## config.mk

```make
export PLATFORM = sky130hd
export DESIGN_NAME = phy_basic_status_register
export DESIGN_NICKNAME = d
export VERILOG_FILES = /design/src/phy_status_pkg.sv /design/src/latch_if.sv /design/src/mdc_edge.sv /design/src/phy_basic_status_register.sv /design/src/status_latch.sv
export SDC_FILE = /design/constraint.sdc
export NUM_CORES = 1
export LEC_CHECK = 0
export BUFFER_PORTS_ARGS = -buffer_cell sky130_fd_sc_hd__buf_2
export CAP_MARGIN = 20
export CORE_UTILIZATION = 42
export DETAILED_ROUTE_END_ITERATION = 6
export HOLD_SLACK_MARGIN = 0.05
export PLACE_DENSITY = 0.64
export SLEW_MARGIN = 30
export SYNTH_ARGS = -nofsm -noshare
export SYNTH_HDL_FRONTEND = slang
export SYNTH_SLANG_ARGS = --single-unit
```

## constraint.sdc

```tcl
create_clock -name clk_sys -period 2.1 [get_ports clk_sys]
set_input_delay 0.42 -clock clk_sys [delete_from_list [all_inputs] [get_ports clk_sys]]
set_output_delay 0.42 -clock clk_sys [all_outputs]
set_load 0.01 [all_outputs]
```

## src/phy_status_pkg.sv

```systemverilog
// Constants shared by the basic status register design
package phy_status_pkg;
    // Register map
    localparam logic [4:0]  REG_BASIC_STATUS = 5'h01;
    // Bit positions in the basic status word
    localparam int          POS_T4           = 15;
    localparam int          POS_TX_FD        = 14;
    localparam int          POS_TX_HD        = 13;
    localparam int          POS_10_FD        = 12;
    localparam int          POS_10_HD        = 11;
    localparam int          POS_PREAMBLE_SUP = 6;
    localparam int          POS_AN_DONE      = 5;
    localparam int          POS_FAR_FAULT    = 4;
    localparam int          POS_AN_ABLE      = 3;
    localparam int          POS_LINK         = 2;
    localparam int          POS_JABBER       = 1;
    localparam int          POS_EXTENDED     = 0;
    // Values after reset
    localparam logic        AN_DONE_RESET    = 1'b0;
    localparam logic        LATCH_RESET      = 1'b0;
    localparam logic [15:0] STATUS_RESET     = 16'h0000;
    // Management frame fields
    localparam logic [1:0]  OP_READ          = 2'h2;
    localparam logic [1:0]  OP_WRITE         = 2'h1;
    localparam logic [4:0]  CNT_ZERO         = 5'h00;
    localparam logic [4:0]  OP_LAST          = 5'h01;
    localparam logic [4:0]  ADDR_LAST        = 5'h09;
    localparam logic [4:0]  DATA_LAST        = 5'h0F;
    localparam logic [4:0]  DRAIN_LAST       = 5'h11;
endpackage : phy_status_pkg

```

## src/latch_if.sv

```systemverilog
// Connection between the status word logic and one latching status bit
`timescale 1ns/1ps
interface latch_if;
    logic cond;
    logic clr;
    logic q;

    modport owner (input cond, input clr, output q);
    modport user  (output cond, output clr, input q);
endinterface : latch_if

```

## src/mdc_edge.sv

```systemverilog
// Rising edge detector for the management clock pin
`timescale 1ns/1ps
module mdc_edge (
    // Clock and reset
    input  wire logic clk_sys,
    input  wire logic reset_n,
    // Sampled level and its rising edge
    input  wire logic level_in,
    output wire logic rise
);
    logic level_r;

    always_ff @(posedge clk_sys) begin
        if (!reset_n) begin
            level_r <= 1'b0;
        end else begin
            level_r <= level_in;
        end
    end

    assign rise = level_in & ~level_r;
endmodule : mdc_edge

```

## src/phy_basic_status_register.sv

```systemverilog
// Basic status register of the PHY with its serial management frame slave
//
// Functional notes
// Bit 15 always reads 0; four-pair 100 Mbps mode is absent.
// Bits 14 to 11 always read 1 for the four TX and T abilities.
// Bits 10 to 7 read 0; writes to this register are ignored.
// Bit 6 reads 1; frames without preamble are accepted.
// Bit 5 follows auto-negotiation completion, 0 after reset.
// Bit 4 latches high on far-end fault until read or reset.
// Far-end fault is raised by the partner ability fault flag.
// Bit 3 always reads 1, auto-negotiation is possible.
// Bit 2 shows a valid link at either speed, 0 after reset.
// Link bit latches low on failure until the register is read.
// Bit 1 latches high on jabber until read or reset.
// Jabber is only taken while running at 10 Mbps.
// Bit 0 always reads 1, extended registers exist.
// A read returns latched values, then bits restart from live conditions.
`timescale 1ns/1ps
module phy_basic_status_register (
    // Clock and reset
    input  wire logic        clk_sys,
    input  wire logic        reset_n,
    // Management serial pins
    input  wire logic        mdc,
    input  wire logic        mdio_in,
    output wire logic        mdio_out,
    output wire logic        mdio_oe,
    // Station address of this PHY
    input  wire logic [4:0]  phy_addr,
    // Live conditions from the PHY core
    input  wire logic        autoneg_done,
    input  wire logic        link_ok,
    input  wire logic        far_end_fault_flag,
    input  wire logic        jabber_seen,
    input  wire logic        speed_100,
    // Observation of the register
    output wire logic [15:0] status_word,
    output wire logic        read_pulse
);
    typedef enum logic [2:0] {
        ST_IDLE,
        ST_START,
        ST_OPCODE,
        ST_ADDR,
        ST_TA_FLOAT,
        ST_TA_DRIVE,
        ST_RDATA,
        ST_DRAIN
    } frame_state_e;

    function automatic logic [15:0] build_status(input logic an_done,
                                                 input logic fault,
                                                 input logic link,
                                                 input logic jabber);
        logic [15:0] w;
        w = phy_status_pkg::STATUS_RESET;
        w[phy_status_pkg::POS_T4]           = 1'b0;
        w[phy_status_pkg::POS_TX_FD]        = 1'b1;
        w[phy_status_pkg::POS_TX_HD]        = 1'b1;
        w[phy_status_pkg::POS_10_FD]        = 1'b1;
        w[phy_status_pkg::POS_10_HD]        = 1'b1;
        w[phy_status_pkg::POS_PREAMBLE_SUP] = 1'b1;
        w[phy_status_pkg::POS_AN_DONE]      = an_done;
        w[phy_status_pkg::POS_FAR_FAULT]    = fault;
        w[phy_status_pkg::POS_AN_ABLE]      = 1'b1;
        w[phy_status_pkg::POS_LINK]         = link;
        w[phy_status_pkg::POS_JABBER]       = jabber;
        w[phy_status_pkg::POS_EXTENDED]     = 1'b1;
        return w;
    endfunction : build_status

    function automatic logic frame_hits(input logic [9:0] addr,
                                        input logic [4:0] own_addr);
        return (addr[9:5] == own_addr) &&
               (addr[4:0] == phy_status_pkg::REG_BASIC_STATUS);
    endfunction : frame_hits

    frame_state_e state_r;
    frame_state_e state_nxt;
    logic [4:0]   cnt_r;
    logic [4:0]   cnt_nxt;
    logic [1:0]   op_r;
    logic [1:0]   op_nxt;
    logic [9:0]   addr_r;
    logic [9:0]   addr_nxt;
    logic [15:0]  shift_r;
    logic [15:0]  shift_nxt;
    logic         mdio_out_r;
    logic         mdio_out_nxt;
    logic         mdio_oe_r;
    logic         mdio_oe_nxt;
    logic         an_done_r;
    logic [15:0]  status_word_r;
    logic         read_pulse_r;
    logic         read_clear;
    logic         mdc_rise;

    // Shift registers as seen with the bit now on the pin
    wire  [1:0]   op_full    = {op_r[0], mdio_in};
    wire  [9:0]   addr_full  = {addr_r[8:0], mdio_in};
    wire          op_known   = (op_full == phy_status_pkg::OP_READ) ||
                               (op_full == phy_status_pkg::OP_WRITE);
    wire          read_hit   = (op_r == phy_status_pkg::OP_READ) &&
                               frame_hits(addr_full, phy_addr);
    wire          jabber_10m = jabber_seen & ~speed_100;
    // Counter end points of each frame field
    wire          op_end     = (cnt_r == phy_status_pkg::OP_LAST);
    wire          addr_end   = (cnt_r == phy_status_pkg::ADDR_LAST);
    wire          data_end   = (cnt_r == phy_status_pkg::DATA_LAST);
    wire          drain_end  = (cnt_r == phy_status_pkg::DRAIN_LAST);
    wire  [4:0]   cnt_step   = cnt_r + 5'h01;

    // One carrier per latching bit; the same read clears all three
    latch_if fault_lat ();
    latch_if link_lat ();
    latch_if jabber_lat ();

    assign fault_lat.cond  = far_end_fault_flag;
    assign fault_lat.clr   = read_clear;
    assign link_lat.cond   = link_ok;
    assign link_lat.clr    = read_clear;
    assign jabber_lat.cond = jabber_10m;
    assign jabber_lat.clr  = read_clear;

    // Built from held latch values, so a read returns them before its clear
    wire [15:0] live_word = build_status(an_done_r, fault_lat.q, link_lat.q, jabber_lat.q);

    // Management clock edges are found in the system clock domain
    mdc_edge u_mdc_edge (
        .clk_sys  (clk_sys),
        .reset_n  (reset_n),
        .level_in (mdc),
        .rise     (mdc_rise)
    );

    status_latch #(.LATCH_HIGH(1'b1)) u_fault_latch (
        .clk_sys (clk_sys),
        .reset_n (reset_n),
        .lat     (fault_lat.owner)
    );

    status_latch #(.LATCH_HIGH(1'b0)) u_link_latch (
        .clk_sys (clk_sys),
        .reset_n (reset_n),
        .lat     (link_lat.owner)
    );

    status_latch #(.LATCH_HIGH(1'b1)) u_jabber_latch (
        .clk_sys (clk_sys),
        .reset_n (reset_n),
        .lat     (jabber_lat.owner)
    );

    // Frame decoder, advanced once per management clock rising edge
    always_comb begin
        state_nxt    = state_r;
        cnt_nxt      = cnt_r;
        op_nxt       = op_r;
        addr_nxt     = addr_r;
        shift_nxt    = shift_r;
        mdio_out_nxt = mdio_out_r;
        mdio_oe_nxt  = mdio_oe_r;
        read_clear   = 1'b0;
        if (mdc_rise) begin
            case (state_r)
                ST_IDLE: begin
                    mdio_oe_nxt = 1'b0;
                    // Any number of ones, even none, may precede the start bits
                    if (!mdio_in) begin
                        state_nxt = ST_START;
                    end
                end
                ST_START: begin
                    // Second start bit must be a one
                    cnt_nxt   = phy_status_pkg::CNT_ZERO;
                    state_nxt = mdio_in ? ST_OPCODE : ST_IDLE;
                end
                ST_OPCODE: begin
                    op_nxt = op_full;
                    if (op_end) begin
                        cnt_nxt   = phy_status_pkg::CNT_ZERO;
                        // Opcodes other than read and write drop the frame
                        state_nxt = op_known ? ST_ADDR : ST_IDLE;
                    end else begin
                        cnt_nxt = cnt_step;
                    end
                end
                ST_ADDR: begin
                    addr_nxt = addr_full;
                    if (addr_end) begin
                        cnt_nxt = phy_status_pkg::CNT_ZERO;
                        // Writes and frames for others pass without effect
                        state_nxt = read_hit ? ST_TA_FLOAT : ST_DRAIN;
                    end else begin
                        cnt_nxt = cnt_step;
                    end
                end
                ST_TA_FLOAT: begin
                    // Second turnaround bit is driven low by this block
                    mdio_oe_nxt  = 1'b1;
                    mdio_out_nxt = 1'b0;
                    state_nxt    = ST_TA_DRIVE;
                end
                ST_TA_DRIVE: begin
                    // Send the held values; latches restart from live state
                    read_clear   = 1'b1;
                    mdio_out_nxt = live_word[15];
                    shift_nxt    = {live_word[14:0], 1'b0};
                    cnt_nxt      = phy_status_pkg::CNT_ZERO;
                    state_nxt    = ST_RDATA;
                end
                ST_RDATA: begin
                    if (data_end) begin
                        // Bus is let go after the last data bit
                        mdio_oe_nxt  = 1'b0;
                        mdio_out_nxt = 1'b0;
                        state_nxt    = ST_IDLE;
                    end else begin
                        mdio_out_nxt = shift_r[15];
                        shift_nxt    = {shift_r[14:0], 1'b0};
                        cnt_nxt      = cnt_step;
                    end
                end
                ST_DRAIN: begin
                    // Turnaround and data bits of frames not answered here
                    if (drain_end) begin
                        state_nxt = ST_IDLE;
                    end else begin
                        cnt_nxt = cnt_step;
                    end
                end
                default: begin
                    mdio_oe_nxt = 1'b0;
                    state_nxt   = ST_IDLE;
                end
            endcase
        end
    end

    // Frame position
    always_ff @(posedge clk_sys) begin
        if (!reset_n) begin
            state_r <= ST_IDLE;
            cnt_r   <= phy_status_pkg::CNT_ZERO;
        end else begin
            state_r <= state_nxt;
            cnt_r   <= cnt_nxt;
        end
    end

    // Received frame header
    always_ff @(posedge clk_sys) begin
        if (!reset_n) begin
            op_r   <= 2'h0;
            addr_r <= 10'h000;
        end else begin
            op_r   <= op_nxt;
            addr_r <= addr_nxt;
        end
    end

    // Outgoing data bits
    always_ff @(posedge clk_sys) begin
        if (!reset_n) begin
            shift_r <= phy_status_pkg::STATUS_RESET;
        end else begin
            shift_r <= shift_nxt;
        end
    end

    // Data pin drive
    always_ff @(posedge clk_sys) begin
        if (!reset_n) begin
            mdio_out_r <= 1'b0;
            mdio_oe_r  <= 1'b0;
        end else begin
            mdio_out_r <= mdio_out_nxt;
            mdio_oe_r  <= mdio_oe_nxt;
        end
    end

    // Auto-negotiation state taken into the clock domain
    always_ff @(posedge clk_sys) begin
        if (!reset_n) begin
            an_done_r <= phy_status_pkg::AN_DONE_RESET;
        end else begin
            an_done_r <= autoneg_done;
        end
    end

    // Register view and read strobe
    always_ff @(posedge clk_sys) begin
        if (!reset_n) begin
            status_word_r <= phy_status_pkg::STATUS_RESET;
            read_pulse_r  <= 1'b0;
        end else begin
            status_word_r <= live_word;
            read_pulse_r  <= read_clear;
        end
    end

    assign mdio_out    = mdio_out_r;
    assign mdio_oe     = mdio_oe_r;
    assign status_word = status_word_r;
    assign read_pulse  = read_pulse_r;
endmodule : phy_basic_status_register

```

## src/status_latch.sv

```systemverilog
// One latching status bit, latching high or latching low
`timescale 1ns/1ps
module status_latch #(
    parameter logic LATCH_HIGH = 1'b1
) (
    // Clock and reset
    input  wire logic clk_sys,
    input  wire logic reset_n,
    // Condition, clear-on-read and held value
    latch_if.owner    lat
);
    logic q_r;
    logic q_nxt;

    // On the clearing read the bit restarts from the live condition
    assign q_nxt = LATCH_HIGH ? (lat.cond | (q_r & ~lat.clr))
                              : (lat.cond & (q_r | lat.clr));
    assign lat.q = q_r;

    always_ff @(posedge clk_sys) begin
        if (!reset_n) begin
            q_r <= phy_status_pkg::LATCH_RESET;
        end else begin
            q_r <= q_nxt;
        end
    end
endmodule : status_latch

```

* Word-level counts from Yosys, hierarchy flattened
Index checks and enable logic that the tools add are counted.
** Word-level totals
- Bits in registers :: 59
- Bits of input ports :: 14
- Output and inout port bits :: 19
- Logic and storage cells :: 90
** Cells by class
- Add/subtract/negate cells :: 1
- Equal/unequal tests :: 23
- Mux-type cells :: 23
- Bitwise operators :: 11
- Reduce and logical (&&, ||, !) cells :: 17
** Operators by type and width (number)
- $pmux 16 s2 :: 1
- $pmux 5 s5 :: 1
- $pmux 3 s8 :: 1
- $mux 5 :: 4
- $mux 16 :: 1
- $mux 15 :: 1
- $mux 3 :: 5
- $ne 2x2->1 const B :: 7
- $eq 3x3->1 const B :: 4
- $eq 5x1->1 const B :: 2
- $eq 5x4->1 const B :: 2
- $eq 3x2->1 const B :: 2
- $mux 2 :: 3
- $reduce_and 2->1 :: 3
- $reduce_and 3->1 :: 2
- $reduce_and 6->1 :: 1
- $add 5x1->5 const B :: 1
- $and 1x1->1 :: 5
- $eq 5x5->1 :: 1
- $eq 5x5->1 const B :: 1
- $reduce_bool 5->1 :: 1
- $eq 2x2->1 const B :: 2
- $mux 1 :: 4
- $reduce_and 4->1 :: 1
- other kinds (12) :: 19

* Longest topological paths before layout
- Word-level depth :: 6
- Mapped depth :: 9
- Depth with buffers taken out :: 8

* Cells and area by module
From an unflattened synthesis, not the netlist that was laid out.
** Second synthesis, totals
- Cell total of the unflattened synthesis :: 256
- Area, all modules :: 2213.4 µm²
** Modules (own cells, without submodules)
- phy_basic_status_register :: times used 1, cells an instance 245, area an instance 2060.7 µm², sequential area each 860.8 µm²
- status_latch (u_fault_latch ...) :: times used 2, cells an instance 3, area an instance 41.3 µm², sequential area each 20.0 µm²
- mdc_edge :: times used 1, cells an instance 3, area an instance 40.0 µm², sequential area each 20.0 µm²
- status_latch (u_link_latch) :: times used 1, cells an instance 2, area an instance 30.0 µm², sequential area each 20.0 µm²

* Worst setup path after synthesis
No wires, ideal clock.
- Kind :: register to register
- Start :: register cnt_r[0]
- End :: register cnt_r[2]
- Data arrival time :: 2151 ps
- Required time :: 2033 ps
- Path slack :: -118 ps
- Stages on the path, launching flop included :: 9
- Buffers on the path :: 0
- Clock period less this slack :: 2218 ps
- Cell sequence :: dfxtp_1 ha_1 and3_2 ha_1 a21boi_1 o221ai_2 or3_4 or3b_1 a21oi_2
** On the way
- Cells in the longest elaborated chain, start to end :: 3
** Ends and longest elaborated chain
- from (decl) :: RTL line phy_basic_status_register.sv:80 : logic [4:0] cnt_r;
- from (signal assigned) :: RTL line phy_basic_status_register.sv:244 : cnt_r <= phy_status_pkg::CNT_ZERO;
- from (signal assigned) :: RTL line phy_basic_status_register.sv:247 : cnt_r <= cnt_nxt;
- $add 5x1->5 (tied with other cells) :: RTL line phy_basic_status_register.sv:111 : wire [4:0] cnt_step = cnt_r + 5'h01;
- $mux 5 (tied with other cells) :: RTL line phy_basic_status_register.sv:226 : if (drain_end) begin
- $pmux 5 s5 or $reduce_and 4->1 (tied branches)
Parallel ways exist; a longest one is shown, timed or not. The select of a mux whose other input is x is not followed.
A chain may end at the register's enable or synchronous reset.

* Worst setup path after layout
Ends and elaborated chain as after synthesis.

==> out/summary.txt <==
Buffers on Ports = 27
CTS sink cnt = 47
DRT Pass-1 Iters = 4
Starting Density = 43.8%
Tcrit/Tclk final = 98.7%
Synth top cells by count = 47 x dfxtp_1, 27 x nand2_1, 21 x nor2_1
Max Slew Vio Count = 0
Clock transition at path regs = 0.08 ns
n_diodes = 0
Mapped Cells = 259
DP HPWL = 3130 µm
Top FF cell, synth = dfxtp_1
initial antenna violation count = 0
CP max stage cell = or3_4
nets = 306
critical-path cell list = ha_4 > and3_4 > ha_4 > a21boi_2 > o221ai_2 > or3_4 > or3b_4 > a21oi_2
Worst Setup Start Kind = flip-flop
DR iter-0 viols = 58
root buf cell = clkbuf_8
Layout Skew = 0.0131 ns
leakage power = 1.00 nW
Seq/Total Area, Yosys = 41.8%
Max Cap Viol = 0
worst path required time = 2.33 ns
synth warn = 0
Layout fillers = 506
hold path cells = 2
RSZ-0062 raised after global routing = true
Detail Route Antenna Nets = 0
Hold WS = 0.325 ns
crit path max fanout = 5
post-synthesis cell type count = 52
placed cell area = 2500 µm²
r2r startpoint = cnt_r[0]$_SDFFE_PN0P_
global-route wire length before repair = 7580 µm
Avg Inst Size Synth = 8.69 µm²
vias in the first global route = 1682
standard-cell rows = 26
Setup crit end = cnt_r[2]$_SDFFE_PN0P_
Synth area leaders = dfxtp_1 42%, nand2_1 4.5%, mux2i_1 4.0%, buf_4 4.0%, nor2_1 3.5%
VDD IR max = 0.400 mV
Crit. Startpoint = cnt_r[0]$_SDFFE_PN0P_
Num CTS Buffers = 5
routed vias = 1844
Yosys top cell area share = 41.8%
crit path DAT = 2.30 ns
number of flops mapped to enable cells by yosys = 0
Mapped Area = 2250 µm²
post-synthesis register bit count = 47
Residual DRC = 0
Worst Hold Class = input pin to flip-flop
grt total ovfl = 0
FMAX = 482 MHz
largest net degree at the start of global routing = 19
layout cell share with drive strength beyond 1 = 25.5%
Final Cell Area = 2670 µm²
Synth-to-Final Area Change = 18.7%
R2R setup slack = 0.03 ns
Async SR Flop Fraction = 0%
minimum clock period = 2.07 ns
# setup viols final = 0
total track usage = 17.7%
CTS tree = built
area of the multi-input gates = 1200 µm²
Die Wd = 75.2 µm
clock buffer depth = 2
register area = 945 µm²
average routed wire per standard cell = 12.4 µm
core area = 5140 µm²
status = completed
total routed wirelength = 4460 µm
htree depth = 2
cell taking the most area after synthesis = dfxtp_1
most numerous cell in the Yosys netlist = dfxtp_1
most used cell, CP = ha_4
critical path's largest stage delay = 0.42 ns
io pins = 33
final hold violation count = 0
die area = 5650 µm²
Worst-Skew Late Latency = 0.30 ns
endpoint type of the worst setup path = flip-flop
PwrDens = 684 nW/µm²
GPL Wtd Cong = 0.855
Die Height = 75.2 µm
worst r2r path cells = 8
reg2reg end = cnt_r[2]$_SDFFE_PN0P_
kind of critical path = flip-flop to flip-flop
DR vias/cell = 5.12
[critical path: cells and delay by family (launching register included)]
| kind | cells | cell delay (ns) |
|---|---|---|
| AO/OA/AOI/OAI | 3 | 0.36 |
| adder cells (fa/ha/maj) | 2 | 0.33 |
| flip-flops | 1 | 0.34 |
| AND/OR/NAND/NOR | 3 | 0.98 |
[per-stage QoR]
step | TNS, ns | cells | setup slack, ns | total power, mW | util, %
CTS | 0 | 359 | 0.00182 | 1.85 | 51.2
global placement | 0 | 351 | 0.0488 | 1.08 | 48.6
global route | -0.0723 | 360 | -0.0350 | 1.90 | 51.9
detailed placement | 0 | 351 | 0.00300 | 1.08 | 48.6
floorplan | 0 | 263 | 0.0376 | 1.04 | -
finish | 0 | 360 | 0.0264 | 1.83 | 51.9
[metal layers]
metal,global-route usage (%),wire length (µm)
met2,30.3,2140
met4,6.17,74
met3,3.61,151
met1,22.1,2100
met5,0,0
[area by class of cell]
cell class	count	share of cell area [%]
clock buffer	6	2.72
sequential	47	35.4
timing repair buffer	47	10.7
tap	70	3.28
clock inverter	2	2.25
multi-input combinational	183	45.0
inverter	5	0.703
[where the power goes]
group | switching, mW | total, mW | internal [mW] | leakage (nW)
sequential | 0.0162 | 0.921 | 0.905 | 0.382
clock | 0.285 | 0.761 | 0.476 | 0.0654
combinational | 0.0769 | 0.145 | 0.0677 | 0.557
[worst min path at each step]
stage	from	end	slack, ns
4_1_cts	autoneg_done	an_done_r$_SDFF_PN0_	0.32
5_1_grt	autoneg_done	an_done_r$_SDFF_PN0_	0.32
3_5_place_dp	an_done_r$_SDFF_PN0_	status_word[5]$_SDFF_PN0_	0.44
3_3_place_gp	shift_r[8]$_SDFFE_PN0P_	shift_r[8]$_SDFFE_PN0P_	0.44
6_report	autoneg_done	an_done_r$_SDFF_PN0_	0.32
2_1_floorplan	an_done_r$_SDFF_PN0_	status_word[5]$_SDFF_PN0_	0.43
[kinds of logic after synthesis]
logic type / Yosys count / share of synthesized area, %
AO/OA/AOI/OAI: 43 / 13.6
XOR/XNOR: 6 / 2.34
adder cells (fa/ha/maj): 3 / 1.67
buffers and inverters: 33 / 7.84
flip-flops: 47 / 41.8
multiplexers: 9 / 4.00
other: 1 / 0.167
AND/OR/NAND/NOR: 117 / 28.6
[state kept, by name, summed over array words and instances, names as in the netlist]
register,flops
an_done_r,1
shift_r,15
state_r,3
addr_r,9
u_fault_latch.lat.q,1
u_link_latch.lat.q,1
mdio_oe,1
read_pulse,1
u_mdc_edge.level_r,1
u_jabber_latch.lat.q,1
cnt_r,5
status_word,5
mdio_out,1
op_r,2
[cells in the final DEF, fill, tap and decap left out, types with 7 or more instances in the layout]
cell type   n
nor2b_1     9
nor2_1     21
and2_1      7
nor3_1     12
a21oi_1    12
nand2_1    27
dfxtp_1    44
mux2i_1     9
buf_2      27
buf_4      20
nand3_1    10
[repair_timing]
item | in CTS | in global routing
setup endpoints to repair | 2 | 6
setup buffers | 0 | 1
pin swaps | 3 | 4
hold endpoints to repair | 0 | 0
hold buffers | 0 | 0
resized for setup | 1 | 7
No activity file was read; power rests on OpenSTA's default activity.
